File: src/logic/tdeu_pkg.sv
package tdeu_pkg;

  // ==========================================================
  // register offsets
  localparam logic [7:0] TDEU_ADDR_PAD_CTRL   = 8'h22;
  localparam logic [7:0] TDEU_ADDR_TAP_CFG    = 8'h38;
  localparam logic [7:0] TDEU_ADDR_TAP_SRC    = 8'h39;
  localparam logic [7:0] TDEU_ADDR_THR_XY     = 8'h3b;
  localparam logic [7:0] TDEU_ADDR_THR_Z      = 8'h3c;
  localparam logic [7:0] TDEU_ADDR_MAX_LEN    = 8'h3d;
  localparam logic [7:0] TDEU_ADDR_QUIET      = 8'h3e;
  localparam logic [7:0] TDEU_ADDR_SPAN       = 8'h3f;

  // ==========================================================
  // reset values
  localparam logic [7:0] TDEU_RST_PAD_CTRL    = 8'h00;
  localparam logic [7:0] TDEU_RST_TAP_CFG     = 8'h00;
  localparam logic [7:0] TDEU_RST_THR         = 8'h00;
  localparam logic [7:0] TDEU_RST_MAX_LEN     = 8'h00;
  localparam logic [7:0] TDEU_RST_QUIET       = 8'h00;
  localparam logic [7:0] TDEU_RST_SPAN        = 8'h00;
  localparam logic       TDEU_RST_PAD_O       = 1'b0;
  localparam logic       TDEU_RST_PAD_OE      = 1'b1;

  // ==========================================================
  // field positions
  localparam int TDEU_POL_BIT      = 7;
  localparam int TDEU_DRV_BIT      = 6;
  localparam int TDEU_SEL_TWO_LSB  = 3;
  localparam int TDEU_SEL_ONE_LSB  = 0;
  localparam int TDEU_HOLD_BIT     = 6;
  localparam int TDEU_PEND_BIT     = 6;
  localparam int TDEU_Y_LEVEL_LSB  = 4;
  localparam int TDEU_X_LEVEL_LSB  = 0;

  // ==========================================================
  // pad select codes
  localparam logic [2:0] TDEU_SEL_GND      = 3'h0;
  localparam logic [2:0] TDEU_SEL_MOT_ONE  = 3'h1;
  localparam logic [2:0] TDEU_SEL_MOT_TWO  = 3'h2;
  localparam logic [2:0] TDEU_SEL_MOT_ANY  = 3'h3;
  localparam logic [2:0] TDEU_SEL_DRDY     = 3'h4;
  localparam logic [2:0] TDEU_SEL_TAP      = 3'h7;

  // ==========================================================
  // timing
  localparam int TDEU_CLK_HZ       = 125000000;
  localparam int TDEU_HALF_MS_US   = 500;
  localparam int TDEU_HALF_MS_CYC  = TDEU_CLK_HZ / 1000000 * TDEU_HALF_MS_US;

endpackage

File: src/logic/tdeu_axis_detect.sv
`timescale 1ns/10ps
`default_nettype none
module tdeu_axis_detect
  import tdeu_pkg::*;
(
  input  wire logic       mclk,
  input  wire logic       arst_n,
  input  wire logic       clk_en,
  input  wire logic       tick_half,
  input  wire logic       tick_ms,
  input  wire logic [7:0] accel_mag,
  input  wire logic [3:0] level,
  input  wire logic       dbl_mode,
  input  wire logic [7:0] max_len,
  input  wire logic [7:0] quiet_ms,
  input  wire logic [7:0] span_ms,
  output logic            single_hit,
  output logic            double_hit
);

  typedef enum logic [2:0] {IDLE, PULSE1, QUIET, WAITW, PULSE2, DRAIN} tdeu_st_e;

  tdeu_st_e    st;
  tdeu_st_e    next_st;
  logic [8:0]  cnt;
  logic [8:0]  next_cnt;
  logic        next_single;
  logic        next_double;
  logic        above;

  // ==========================================================
  // threshold compare, code n is n half-g; accel in half-g too
  assign above = accel_mag > {4'h0, level};

  // ==========================================================
  // detection sequence
  always_comb
  begin
    next_st     = st;
    next_cnt    = cnt;
    next_single = 1'b0;
    next_double = 1'b0;
    case (st)
      IDLE:
      begin
        next_cnt = 9'h000;
        if (above)
          next_st = PULSE1;
      end
      PULSE1, PULSE2:
      begin
        if (!above)
        begin
          // fall inside max length counts as a tap
          if (st == PULSE2)
          begin
            next_double = 1'b1;
            next_st     = IDLE;
          end
          else if (dbl_mode)
          begin
            next_st  = QUIET;
            next_cnt = 9'h000;
          end
          else
          begin
            next_single = 1'b1;
            next_st     = IDLE;
          end
          if (st == PULSE1)
            next_single = 1'b1;
        end
        else if ({1'b0, max_len} <= cnt)
          next_st = DRAIN;
        else if (tick_half)
          next_cnt = cnt + 9'h001;
      end
      QUIET:
      begin
        // detection disabled while quiet time runs
        if ({1'b0, quiet_ms} <= cnt)
        begin
          next_cnt = 9'h000;
          next_st  = above ? PULSE2 : WAITW;
        end
        else if (tick_ms)
          next_cnt = cnt + 9'h001;
      end
      WAITW:
      begin
        if (above)
        begin
          next_cnt = 9'h000;
          next_st  = PULSE2;
        end
        else if ({1'b0, span_ms} <= cnt)
          next_st = IDLE;
        else if (tick_ms)
          next_cnt = cnt + 9'h001;
      end
      DRAIN:
      begin
        // re-arm only after a fall, so an overlong pulse never restarts
        if (!above)
          next_st = IDLE;
      end
      default:
      begin
        next_st  = IDLE;
        next_cnt = 9'h000;
      end
    endcase
  end

  always_ff @(posedge mclk or negedge arst_n)
  begin
    if (!arst_n)
    begin
      st         <= IDLE;
      cnt        <= 9'h000;
      single_hit <= 1'b0;
      double_hit <= 1'b0;
    end
    else if (clk_en)
    begin
      st         <= next_st;
      cnt        <= next_cnt;
      single_hit <= next_single;
      double_hit <= next_double;
    end
  end

endmodule
`default_nettype wire

File: src/logic/tdeu_top.sv
// Operation
// - tap_irq_pending bit sets when any enabled tap event raised an interrupt; resets 0.
// - source register holds single/double flags for x, y, z; reset 0.
// - xy threshold: y level upper nibble, x level lower nibble, reset zero.
// - z threshold: z level lower nibble, upper nibble unused, reset zero.
// - threshold codes are unsigned half-g steps, 1 = 0.5 g, 15 = 7.5 g.
// - detection starts when axis acceleration rises above its threshold.
// - max length register spans 0 to 127.5 ms in 0.5 ms steps.
// - tap counts only if acceleration falls below within max length.
// - double mode: after first tap detection off for quiet time, 1 ms steps.
// - second tap must start within span after quiet time, 1 ms steps.
// - polarity bit: 0 pads active high, 1 active low; reset 0.
// - driver bit: 0 push-pull, 1 open-drain; reset 0.
// - 3-bit field selects source for second pad; reset zero.
// - select codes: gnd, motion one, motion two, either, data ready, tap.
// - hold clear: irq lasts quiet time; hold set: until source read.
// - per-axis single/double enables gate which events raise the interrupt.
// - second tap starts on crossing in span or still above at quiet end.
`timescale 1ns/10ps
`default_nettype none
module tdeu_top
  import tdeu_pkg::*;
(
  input  wire logic       mclk,
  input  wire logic       arst_n,
  input  wire logic       clk_en,
  input  wire logic       reg_wr,
  input  wire logic       reg_rd,
  input  wire logic [7:0] reg_addr,
  input  wire logic [7:0] reg_wdata,
  output logic      [7:0] reg_rdata,
  input  wire logic [7:0] accel_x,
  input  wire logic [7:0] accel_y,
  input  wire logic [7:0] accel_z,
  input  wire logic       motion_source_one,
  input  wire logic       motion_source_two,
  input  wire logic       data_ready,
  output logic            irq_pad_one_o,
  output logic            irq_pad_one_oe,
  output logic            irq_pad_two_o,
  output logic            irq_pad_two_oe
);

  logic [7:0]  irq_pad_control;
  logic [7:0]  tap_cfg;
  logic [7:0]  tap_threshold_xy;
  logic [7:0]  tap_threshold_z;
  logic [7:0]  tap_max_length;
  logic [7:0]  tap_quiet_time;
  logic [7:0]  second_tap_span;
  logic [5:0]  tap_flags;
  logic        tap_irq_pending;
  logic [7:0]  next_pad_ctrl;
  logic [7:0]  next_cfg;
  logic [7:0]  next_thr_xy;
  logic [7:0]  next_thr_z;
  logic [7:0]  next_max_len;
  logic [7:0]  next_quiet;
  logic [7:0]  next_span;
  logic [5:0]  next_flags;
  logic        next_pending;
  logic [15:0] half_cnt;
  logic [15:0] next_half_cnt;
  logic        ms_phase;
  logic        next_ms_phase;
  logic        tick_half;
  logic        tick_ms;
  logic [8:0]  hold_cnt;
  logic [8:0]  next_hold_cnt;
  logic [5:0]  hits;
  logic [5:0]  gated;
  logic        dbl_any;
  logic        src_read;
  logic        tap_line;
  logic [7:0]  next_rdata;
  logic [2:0]  mot_s1;
  logic [2:0]  mot_s2;
  logic [7:0]  axis_mag [3];
  logic [3:0]  axis_lvl [3];

  // ==========================================================
  // pad source decode, shared by both pads
  function automatic logic pad_sel(input logic [2:0] sel, input logic tap);
    case (sel)
      TDEU_SEL_GND:     pad_sel = 1'b0;
      TDEU_SEL_MOT_ONE: pad_sel = mot_s2[0];
      TDEU_SEL_MOT_TWO: pad_sel = mot_s2[1];
      TDEU_SEL_MOT_ANY: pad_sel = mot_s2[0] | mot_s2[1];
      TDEU_SEL_DRDY:    pad_sel = mot_s2[2];
      TDEU_SEL_TAP:     pad_sel = tap;
      default:          pad_sel = 1'b0;
    endcase
  endfunction

  // ==========================================================
  // pin synchronisers for outside event lines
  always_ff @(posedge mclk or negedge arst_n)
  begin
    if (!arst_n)
    begin
      mot_s1 <= 3'h0;
      mot_s2 <= 3'h0;
    end
    else if (clk_en)
    begin
      mot_s1 <= {data_ready, motion_source_two, motion_source_one};
      mot_s2 <= mot_s1;
    end
  end

  // ==========================================================
  // time base
  always_comb
  begin
    tick_half     = (half_cnt == 16'(TDEU_HALF_MS_CYC - 1));
    tick_ms       = tick_half & ms_phase;
    next_half_cnt = tick_half ? 16'h0000 : half_cnt + 16'h0001;
    next_ms_phase = tick_half ? ~ms_phase : ms_phase;
  end

  always_ff @(posedge mclk or negedge arst_n)
  begin
    if (!arst_n)
    begin
      half_cnt <= 16'h0000;
      ms_phase <= 1'b0;
    end
    else if (clk_en)
    begin
      half_cnt <= next_half_cnt;
      ms_phase <= next_ms_phase;
    end
  end

  // ==========================================================
  // per-axis detectors
  assign axis_mag[0] = accel_x;
  assign axis_mag[1] = accel_y;
  assign axis_mag[2] = accel_z;
  assign axis_lvl[0] = tap_threshold_xy[TDEU_X_LEVEL_LSB +: 4];
  assign axis_lvl[1] = tap_threshold_xy[TDEU_Y_LEVEL_LSB +: 4];
  assign axis_lvl[2] = tap_threshold_z[3:0];

  genvar ax;
  generate
    for (ax = 0; ax < 3; ax++)
    begin : g_axis
      tdeu_axis_detect u_det (
        .mclk       (mclk),
        .arst_n     (arst_n),
        .clk_en     (clk_en),
        .tick_half  (tick_half),
        .tick_ms    (tick_ms),
        .accel_mag  (axis_mag[ax]),
        .level      (axis_lvl[ax]),
        .dbl_mode   (tap_cfg[2*ax+1]),
        .max_len    (tap_max_length),
        .quiet_ms   (tap_quiet_time),
        .span_ms    (second_tap_span),
        .single_hit (hits[2*ax]),
        .double_hit (hits[2*ax+1])
      );
    end
  endgenerate

  // ==========================================================
  // registers and source flags
  assign src_read = reg_rd && (reg_addr == TDEU_ADDR_TAP_SRC);
  assign gated    = hits & tap_cfg[5:0];
  assign dbl_any  = |(tap_cfg[5:0] & 6'h2a);
  assign tap_line = tap_irq_pending && (tap_cfg[TDEU_HOLD_BIT] || hold_cnt != 9'h000);

  always_comb
  begin
    next_pad_ctrl = irq_pad_control;
    next_cfg      = tap_cfg;
    next_thr_xy   = tap_threshold_xy;
    next_thr_z    = tap_threshold_z;
    next_max_len  = tap_max_length;
    next_quiet    = tap_quiet_time;
    next_span     = second_tap_span;
    next_flags    = tap_flags;
    next_pending  = tap_irq_pending;
    next_hold_cnt = hold_cnt;
    if (reg_wr)
    begin
      case (reg_addr)
        TDEU_ADDR_PAD_CTRL: next_pad_ctrl = reg_wdata;
        TDEU_ADDR_TAP_CFG:  next_cfg      = {1'b0, reg_wdata[6:0]};
        TDEU_ADDR_THR_XY:   next_thr_xy   = reg_wdata;
        TDEU_ADDR_THR_Z:    next_thr_z    = {4'h0, reg_wdata[3:0]};
        TDEU_ADDR_MAX_LEN:  next_max_len  = reg_wdata;
        TDEU_ADDR_QUIET:    next_quiet    = reg_wdata;
        TDEU_ADDR_SPAN:     next_span     = reg_wdata;
        default:            next_pad_ctrl = irq_pad_control;
      endcase
    end
    // hold set: read clears; hold clear: quiet-time timer ends it
    if (src_read && tap_cfg[TDEU_HOLD_BIT])
    begin
      next_flags   = 6'h00;
      next_pending = 1'b0;
    end
    if (!tap_cfg[TDEU_HOLD_BIT] && tap_irq_pending)
    begin
      if (hold_cnt == 9'h000)
        next_pending = 1'b0;
      else if (tick_ms)
        next_hold_cnt = hold_cnt - 9'h001;
    end
    // a new event wins over a clearing read
    if (|gated)
    begin
      next_flags    = next_flags | gated;
      next_pending  = 1'b1;
      next_hold_cnt = {1'b0, tap_quiet_time} + (dbl_any ? 9'h000 : 9'h001);
    end
  end

  always_comb
  begin
    case (reg_addr)
      TDEU_ADDR_PAD_CTRL: next_rdata = irq_pad_control;
      TDEU_ADDR_TAP_CFG:  next_rdata = tap_cfg;
      TDEU_ADDR_TAP_SRC:  next_rdata = {1'b0, tap_irq_pending, tap_flags};
      TDEU_ADDR_THR_XY:   next_rdata = tap_threshold_xy;
      TDEU_ADDR_THR_Z:    next_rdata = tap_threshold_z;
      TDEU_ADDR_MAX_LEN:  next_rdata = tap_max_length;
      TDEU_ADDR_QUIET:    next_rdata = tap_quiet_time;
      TDEU_ADDR_SPAN:     next_rdata = second_tap_span;
      default:            next_rdata = 8'h00;
    endcase
  end

  always_ff @(posedge mclk or negedge arst_n)
  begin
    if (!arst_n)
    begin
      irq_pad_control  <= TDEU_RST_PAD_CTRL;
      tap_cfg          <= TDEU_RST_TAP_CFG;
      tap_threshold_xy <= TDEU_RST_THR;
      tap_threshold_z  <= TDEU_RST_THR;
      tap_max_length   <= TDEU_RST_MAX_LEN;
      tap_quiet_time   <= TDEU_RST_QUIET;
      second_tap_span  <= TDEU_RST_SPAN;
      tap_flags        <= 6'h00;
      tap_irq_pending  <= 1'b0;
      hold_cnt         <= 9'h000;
      reg_rdata        <= 8'h00;
    end
    else if (clk_en)
    begin
      irq_pad_control  <= next_pad_ctrl;
      tap_cfg          <= next_cfg;
      tap_threshold_xy <= next_thr_xy;
      tap_threshold_z  <= next_thr_z;
      tap_max_length   <= next_max_len;
      tap_quiet_time   <= next_quiet;
      second_tap_span  <= next_span;
      tap_flags        <= next_flags;
      tap_irq_pending  <= next_pending;
      hold_cnt         <= next_hold_cnt;
      reg_rdata        <= next_rdata;
    end
  end

  // ==========================================================
  // pad drivers; open-drain only pulls to the active-low level
  // registered so a control write never glitches a pad
  logic pad_one_act;
  logic pad_two_act;
  logic pad_one_lvl;
  logic pad_two_lvl;
  logic next_pad_one_o;
  logic next_pad_one_oe;
  logic next_pad_two_o;
  logic next_pad_two_oe;

  always_comb
  begin
    pad_one_act = pad_sel(irq_pad_control[TDEU_SEL_ONE_LSB +: 3], tap_line);
    pad_two_act = pad_sel(irq_pad_control[TDEU_SEL_TWO_LSB +: 3], tap_line);
    pad_one_lvl = pad_one_act ^ irq_pad_control[TDEU_POL_BIT];
    pad_two_lvl = pad_two_act ^ irq_pad_control[TDEU_POL_BIT];
    next_pad_one_o  = irq_pad_control[TDEU_DRV_BIT] ? 1'b0 : pad_one_lvl;
    next_pad_two_o  = irq_pad_control[TDEU_DRV_BIT] ? 1'b0 : pad_two_lvl;
    next_pad_one_oe = irq_pad_control[TDEU_DRV_BIT] ? ~pad_one_lvl : 1'b1;
    next_pad_two_oe = irq_pad_control[TDEU_DRV_BIT] ? ~pad_two_lvl : 1'b1;
  end

  always_ff @(posedge mclk or negedge arst_n)
  begin
    if (!arst_n)
    begin
      irq_pad_one_o  <= TDEU_RST_PAD_O;
      irq_pad_one_oe <= TDEU_RST_PAD_OE;
      irq_pad_two_o  <= TDEU_RST_PAD_O;
      irq_pad_two_oe <= TDEU_RST_PAD_OE;
    end
    else if (clk_en)
    begin
      irq_pad_one_o  <= next_pad_one_o;
      irq_pad_one_oe <= next_pad_one_oe;
      irq_pad_two_o  <= next_pad_two_o;
      irq_pad_two_oe <= next_pad_two_oe;
    end
  end

endmodule
`default_nettype wire

File: config.mk
export PLATFORM = sky130hd
export DESIGN_NAME = tdeu_top
export DESIGN_NICKNAME = d
export VERILOG_FILES = /design/src/logic/tdeu_pkg.sv /design/src/logic/tdeu_axis_detect.sv /design/src/logic/tdeu_top.sv
export SDC_FILE = /design/constraint.sdc
export NUM_CORES = 1
export LEC_CHECK = 0
export ABC_AREA = 0
export BUFFER_PORTS_ARGS = -buffer_cell sky130_fd_sc_hd__buf_2
export CAP_MARGIN = 20
export CELL_PAD_IN_SITES_DETAIL_PLACEMENT = 0
export CELL_PAD_IN_SITES_GLOBAL_PLACEMENT = 1
export CORE_AREA = 10 10 146 162
export CTS_BUF_LIST = sky130_fd_sc_hd__clkbuf_16
export DETAILED_ROUTE_END_ITERATION = 6
export DIE_AREA = 0 0 156 172
export GPL_TIMING_DRIVEN = 0
export PLACE_DENSITY_LB_ADDON = 0.1
export RECOVER_POWER = 100
export REMOVE_ABC_BUFFERS = 1
export SLEW_MARGIN = 30
export SYNTH_ARGS = -nofsm -noshare
export SYNTH_HDL_FRONTEND = slang
export SYNTH_SLANG_ARGS = --single-unit
File: constraint.sdc
create_clock -name mclk -period 3.6 [get_ports mclk]
set_input_delay 0.36 -clock mclk [delete_from_list [all_inputs] [get_ports mclk]]
set_output_delay 0.36 -clock mclk [all_outputs]
set_load 0.05 [all_outputs]
## Yosys cells after proc, flatten, opt, wreduce, memory -nomap -nowiden

Index checks and enable logic that the tools add are counted.

- Memory bits (writable): 0
- Memories kept: 0
- Register bits after elaboration: 144
- Output and inout port bits: 12
- ROM bits: 0
- Input bits: 48
- Bits in latches: 0

- Bitwise gates (word level): 12
- Eq/ne operators: 65
- Shift-type cells: 0
- Muxes and demuxes: 106
- Divide/modulo/power cells: 0
- $mul: 0
- Reduce and logical (&&, ||, !) cells: 33
- Add/sub/neg operators: 6
- Order comparisons: 12

Operators by type and width:

| kind | count |
|---|---|
| 9-bit two-way mux | 31 |
| 9-bit case mux with 4 select lines | 3 |
| 8-bit by 9-bit less-or-equal comparator with 1-bit output | 9 |
| 3-bit two-way mux | 27 |
| 8-bit by 6-bit equality test with 1-bit output (second input constant) | 8 |
| 8-bit case mux with 8 select lines | 1 |
| 3-bit case mux with 5 select lines | 3 |
| 1-bit two-way mux | 33 |
| 3-bit by 2-bit equality test with 1-bit output (second input constant) | 10 |
| 3-bit equality test (second input constant) | 10 |
| 3-bit by 2-bit != test with 1-bit output (second input constant) | 10 |
| 9-bit by 1-bit adder with 9-bit output (second input constant) | 3 |
| 8-bit by 4-bit greater-than comparator with 1-bit output | 3 |
| 3-bit != test (second input constant) | 8 |
| 3-bit AND reduction | 7 |
| 7-bit AND reduction | 3 |
| 6-bit AND reduction | 3 |
| 16-bit by 1-bit adder with 16-bit output (second input constant) | 1 |
| 16-bit equality test (second input constant) | 1 |
| 16-bit two-way mux | 1 |
| 3-bit by 1-bit equality test with 1-bit output (second input constant) | 5 |
| 2-bit by 1-bit != test with 1-bit output (second input constant) | 7 |
| 6-bit two-way mux | 2 |
| 1-bit case mux with 5 select lines | 2 |
| 23 further kinds | 43 |

## Depth between registers and ports, before layout

- Depth in word-level cells: 7
- Mapped depth: 10

## Cells and area by module

A second synthesis with hierarchy kept.

- Cells, all modules: 1,021
- Area total of the unflattened synthesis: 10,049.6 um^2

Modules (own cells, without submodules):

| module | times used | sequential area each (um^2) | area each (um^2) | cells each |
|---|---|---|---|---|
| tdeu_top | 1 | 2,555.0 | 5,158.7 | 451 |
| tdeu_axis_detect | 3 | 350.3 | 1,630.3 | 190 |

## Worst setup path after synthesis

No wires, ideal clock.

- Path type: register to register
- Start: register g_axis[0].u_det.cnt[7]
- End: register g_axis[0].u_det.cnt[3]
- Cell stages (with the launch flop): 10
- Arrival time: 2.502 ns
- Path buffers: 0
- Data required time: 3.475 ns
- Clock period less this slack: 2.626 ns
- Slack: 0.974 ns
- Setup time: 0.125 ns
- Path through: dfrtp_1 -> inv_1 -> ha_1 -> and3_1 -> a221o_1 -> o221ai_1 -> o31ai_4 -> a21oi_1 -> and4bb_2 -> mux2_2

- Word-level cells in the longest chain between the ends: 3
- Elaborated cells between the ends (all ways): 8

Ends and longest elaborated chain:

| element | line | RTL |
|---|---|---|
| start, declared | tdeu_axis_detect.sv:25 | `logic [8:0] cnt;` |
| start signal, assigned | tdeu_axis_detect.sv:127 | `cnt <= next_cnt;` |
| 8-bit by 9-bit less-or-equal comparator with 1-bit output (on tied branches) | tdeu_axis_detect.sv:96, tdeu_axis_detect.sv:73, tdeu_axis_detect.sv:81 |  |
| 3-bit by 2-bit != test with 1-bit output (no line), or another cell as far along | n/a |  |
| 7-bit AND reduction (no line) / 9-bit case mux with 4 select lines (equally long branches) | n/a |  |

Several ways; a longest one is shown, not always the timed one.
A chain may end at the register's enable or synchronous reset.

## Worst setup path after layout

- Start: register half_cnt[2]
- End: register hold_cnt[0]

- Word-level cells in the longest chain between the ends: 4

Ends and longest elaborated chain:

| element | line | RTL |
|---|---|---|
| start, declared | tdeu_top.sv:62 | `logic [15:0] half_cnt;` |
| start signal, assigned | tdeu_top.sv:130 | `half_cnt <= next_half_cnt;` |
| 16-bit equality test | tdeu_top.sv:115 | `tick_half = (half_cnt == 16'(TDEU_HALF_MS_CYC - 1));` |
| 1-bit AND | tdeu_top.sv:116 | `tick_ms = tick_half & ms_phase;` |
| 2-bit nonzero test (no line) | n/a |  |
| 4-bit AND reduction (no line) | n/a |  |
| end signal, assigned | tdeu_top.sv:262 | `hold_cnt <= next_hold_cnt;` |
| end, declared | tdeu_top.sv:68 | `logic [8:0] hold_cnt;` |

Every way passes these cells.

==> impl_metrics.tcl <==
set metrics [dict create \
    grt_start_max_net_pins 81 \
    synth.most_common_cell "dfrtp_1" \
    drv_slew 67 \
    wl_per_cell_microns 21.5 \
    ys.flop_type "dfrtp_1" \
    netlist.area_leader.share_pct 36.3 \
    ys_types 84 \
    die_x_microns 156 \
    htreeDepth 4 \
    async_reset_ff_share_pct 100 \
    setup_viol 0 \
    cts_buffer_depth 2 \
    synth_edf_count 0 \
    dp.cells 1306 \
    p_leak_nw 4.79 \
    drt_wl_total_microns 28800 \
    yosysWarnings 0 \
    fill_cells 1920 \
    start_util_pct 48.3 \
    antenna_cells 0 \
    viasPerCell 6.24 \
    worst_ep_arrival_time_ns 3.75 \
    synth_commonest_cells "dfrtp_1, ha_1, nand2_1" \
    grt_pass1_vias 8092 \
    numCtsBuffers 17 \
    holdWs_ns 0.155 \
    power_density_nw_per_um2 485 \
    num_rows 55 \
    synthTopCellsByArea "dfrtp_1, ha_1, mux2_2, o21ai_0, nand2_1" \
    drc 0 \
    gr-total-overflow 0 \
    violations "max-capacitance violations, max-slew violations" \
    fin_crit_sh_pct 94.1 \
    ys_seq_area_share_pct 36.8 \
    io_pins 60 \
    drv_cap 2 \
    clkPwrFrac_pct 34.9 \
    swShare_pct 35.8 \
    cp-start-kind "flop" \
    fp.dieH_microns 172 \
    hold_class "input pin to flop" \
    ant_nets 0 \
    avgSynthCellArea_sq_um 9.58 \
    pre_cts_ws_ns 0.306 \
    hpwl_microns 20900 \
    post_cts_buffers 0 \
    drt_iter0_drc 602 \
    place_congestion 0.865 \
    cts.clk_slew.worst_paths_ns 0.07 \
    status "finished with violations" \
    root_buffer "clkbuf_16" \
    critical_path_class "flop to flop" \
    power_w 0.00526 \
    core_sq_um 20300 \
    layout.cells.non_filler 1339 \
    hold_viol 0 \
    worst_slew_pin_slew_ns 1.69 \
    vias 8355 \
    layout-drive-gt1-share_pct 14.4 \
    tritoncts "done" \
    portBuffers 59 \
    ir_worst_vdd_v 0.000345 \
    synth-seq-cells 144 \
    seqPwrFrac_pct 37.4 \
    maxSlewHeadroom_pct -12.7 \
    final_nets 1210 \
    postLayoutSetupSlackWorst_ns 0.211 \
    internal_power_w 0.00338 \
    fin_skew_ns 0.0103 \
    grt_antenna_before_repair 0 \
    cp.required_ns 3.96 \
    post-route-util_pct 53.4 \
    post-synth-top-area-cell "dfrtp_1" \
    pwr-share-comb_pct 27.7 \
    end_kind "flop" \
    post-route-min-period_ns 3.39 \
    floorplan.die_area_sq_um 26800 \
    synth_area_sq_um 9800 \
    numClockSinks 144 \
    rsz0062_at_grt "false" \
    clk_latency_ns 0.44 \
    cp_max_fo 18 \
    syn_inst 1023 \
    grt_util_all_layers_pct 21.7 \
    grt_pass1_wl_microns 45400 \
    max_freq_mhz 295 \
    net-switching-power_w 0.00188 \
    drtPass1Iterations 5 \
    syn2layout_area_growth_pct 10.6 \
]
final timing paths:
path / depth (start not counted) / from / to / slack [ns]
min: 2 / data_ready / mot_s1[2]$_DFFE_PN0P_ / 0.16
max reg2reg: 7 / half_cnt[2]$_DFFE_PN0P_ / hold_cnt[0]$_DFFE_PN0P_ / 0.21
min in group asynchronous: 2 / arst_n / g_axis[0].u_det.st[0]$_DFFE_PN0P_ / 0.89
max: 7 / half_cnt[2]$_DFFE_PN0P_ / hold_cnt[0]$_DFFE_PN0P_ / 0.21
max in group asynchronous: 3 / arst_n / tap_max_length[0]$_DFFE_PN0P_ / 0.66
min reg2reg: 2 / tap_flags[0]$_DFFE_PN0P_ / tap_flags[0]$_DFFE_PN0P_ / 0.48
flip-flops by register name, indices dropped and copies added (netlist names), 3 cells and up:
register / cells
g_axis.u_det.cnt: 27
g_axis.u_det.double_hit: 3
g_axis.u_det.single_hit: 3
g_axis.u_det.st: 9
half_cnt: 16
hold_cnt: 9
irq_pad_control: 8
mot_s1: 3
mot_s2: 3
reg_rdata: 8
second_tap_span: 8
tap_cfg: 7
tap_flags: 6
tap_max_length: 8
tap_quiet_time: 8
tap_threshold_xy: 8
tap_threshold_z: 4
metal layers:
metal	share of wire [%]	track usage, %	wire length [microns]
met3	5.6	3.90	1620
met4	2.6	8.22	750
met5	0	0	0
met2	47	35.3	13400
met1	45	28.1	13000
placed cells by master, fill, tap and decap left out, drive strengths merged, types with 10 or more instances in the layout:
master     n
dfrtp    142
ha        92
nand2     74
o21ai     68
nor2      63
inv       62
mux2      57
a21oi     46
buf       45
nand3     37
clkbuf    32
a211oi    25
and3      25
nor3      23
nand4     21
a21o      18
xnor2     17
a31oi     13
a22oi     13
nor2b     12
o2bb2ai   12
nand2b    10
worst max-delay path, cell delays in order (launching register included):
cell	delay, ns
dfrtp_1	0.44
or4_1	0.57
nor4_4	0.51
and2_0	0.79
and4b_1	0.34
o21ai_2	0.19
or3_1	0.41
o21ai_0	0.07
cell type report:
class                   count  area, sq um  area share, %
clock inverters            15          173           1.59
clock buffers              17          425           3.92
inverters                  54          203           1.87
well taps                 256          320           2.95
flip-flops and latches    144         3610           33.3
multi-input cells         792         5810           53.6
repair buffers             61          299           2.76
logic make-up after synthesis:
family,after synthesis,synth area share (%)
compound gates,299,21.6
xor+xnor,23,2.06
fa+ha+maj,92,11.7
buf+inv,87,3.55
flops,144,36.8
mux,66,7.47
simple gates,312,16.8
metrics by stage:
stage / setup TNS (ns) / instance area [sq um]
after global placement: -0.106 / 10300
after CTS: 0 / 10900
after floorplan: 0 / 9650
after detailed placement: 0 / 10300
final: 0 / 10800
after global routing: 0 / 10800
power groups by stage:
stage	sequential [W]	combinational (W)	clock, W
2_1_floorplan	0.00193	0.00106	0
3_3_place_gp	0.00200	0.00145	0
3_5_place_dp	0.00200	0.00146	0
4_1_cts	0.00197	0.00147	0.00187
5_1_grt	0.00199	0.00165	0.00193
6_report	0.00197	0.00146	0.00184
what timing repair did:
action / in CTS / in global routing
gates resized for setup: 0 / 1
setup endpoints to repair: 0 / 1
hold buffers: 1 / 0
hold endpoints to repair: 64 / 0
No activity file was read; power rests on OpenSTA's default activity.
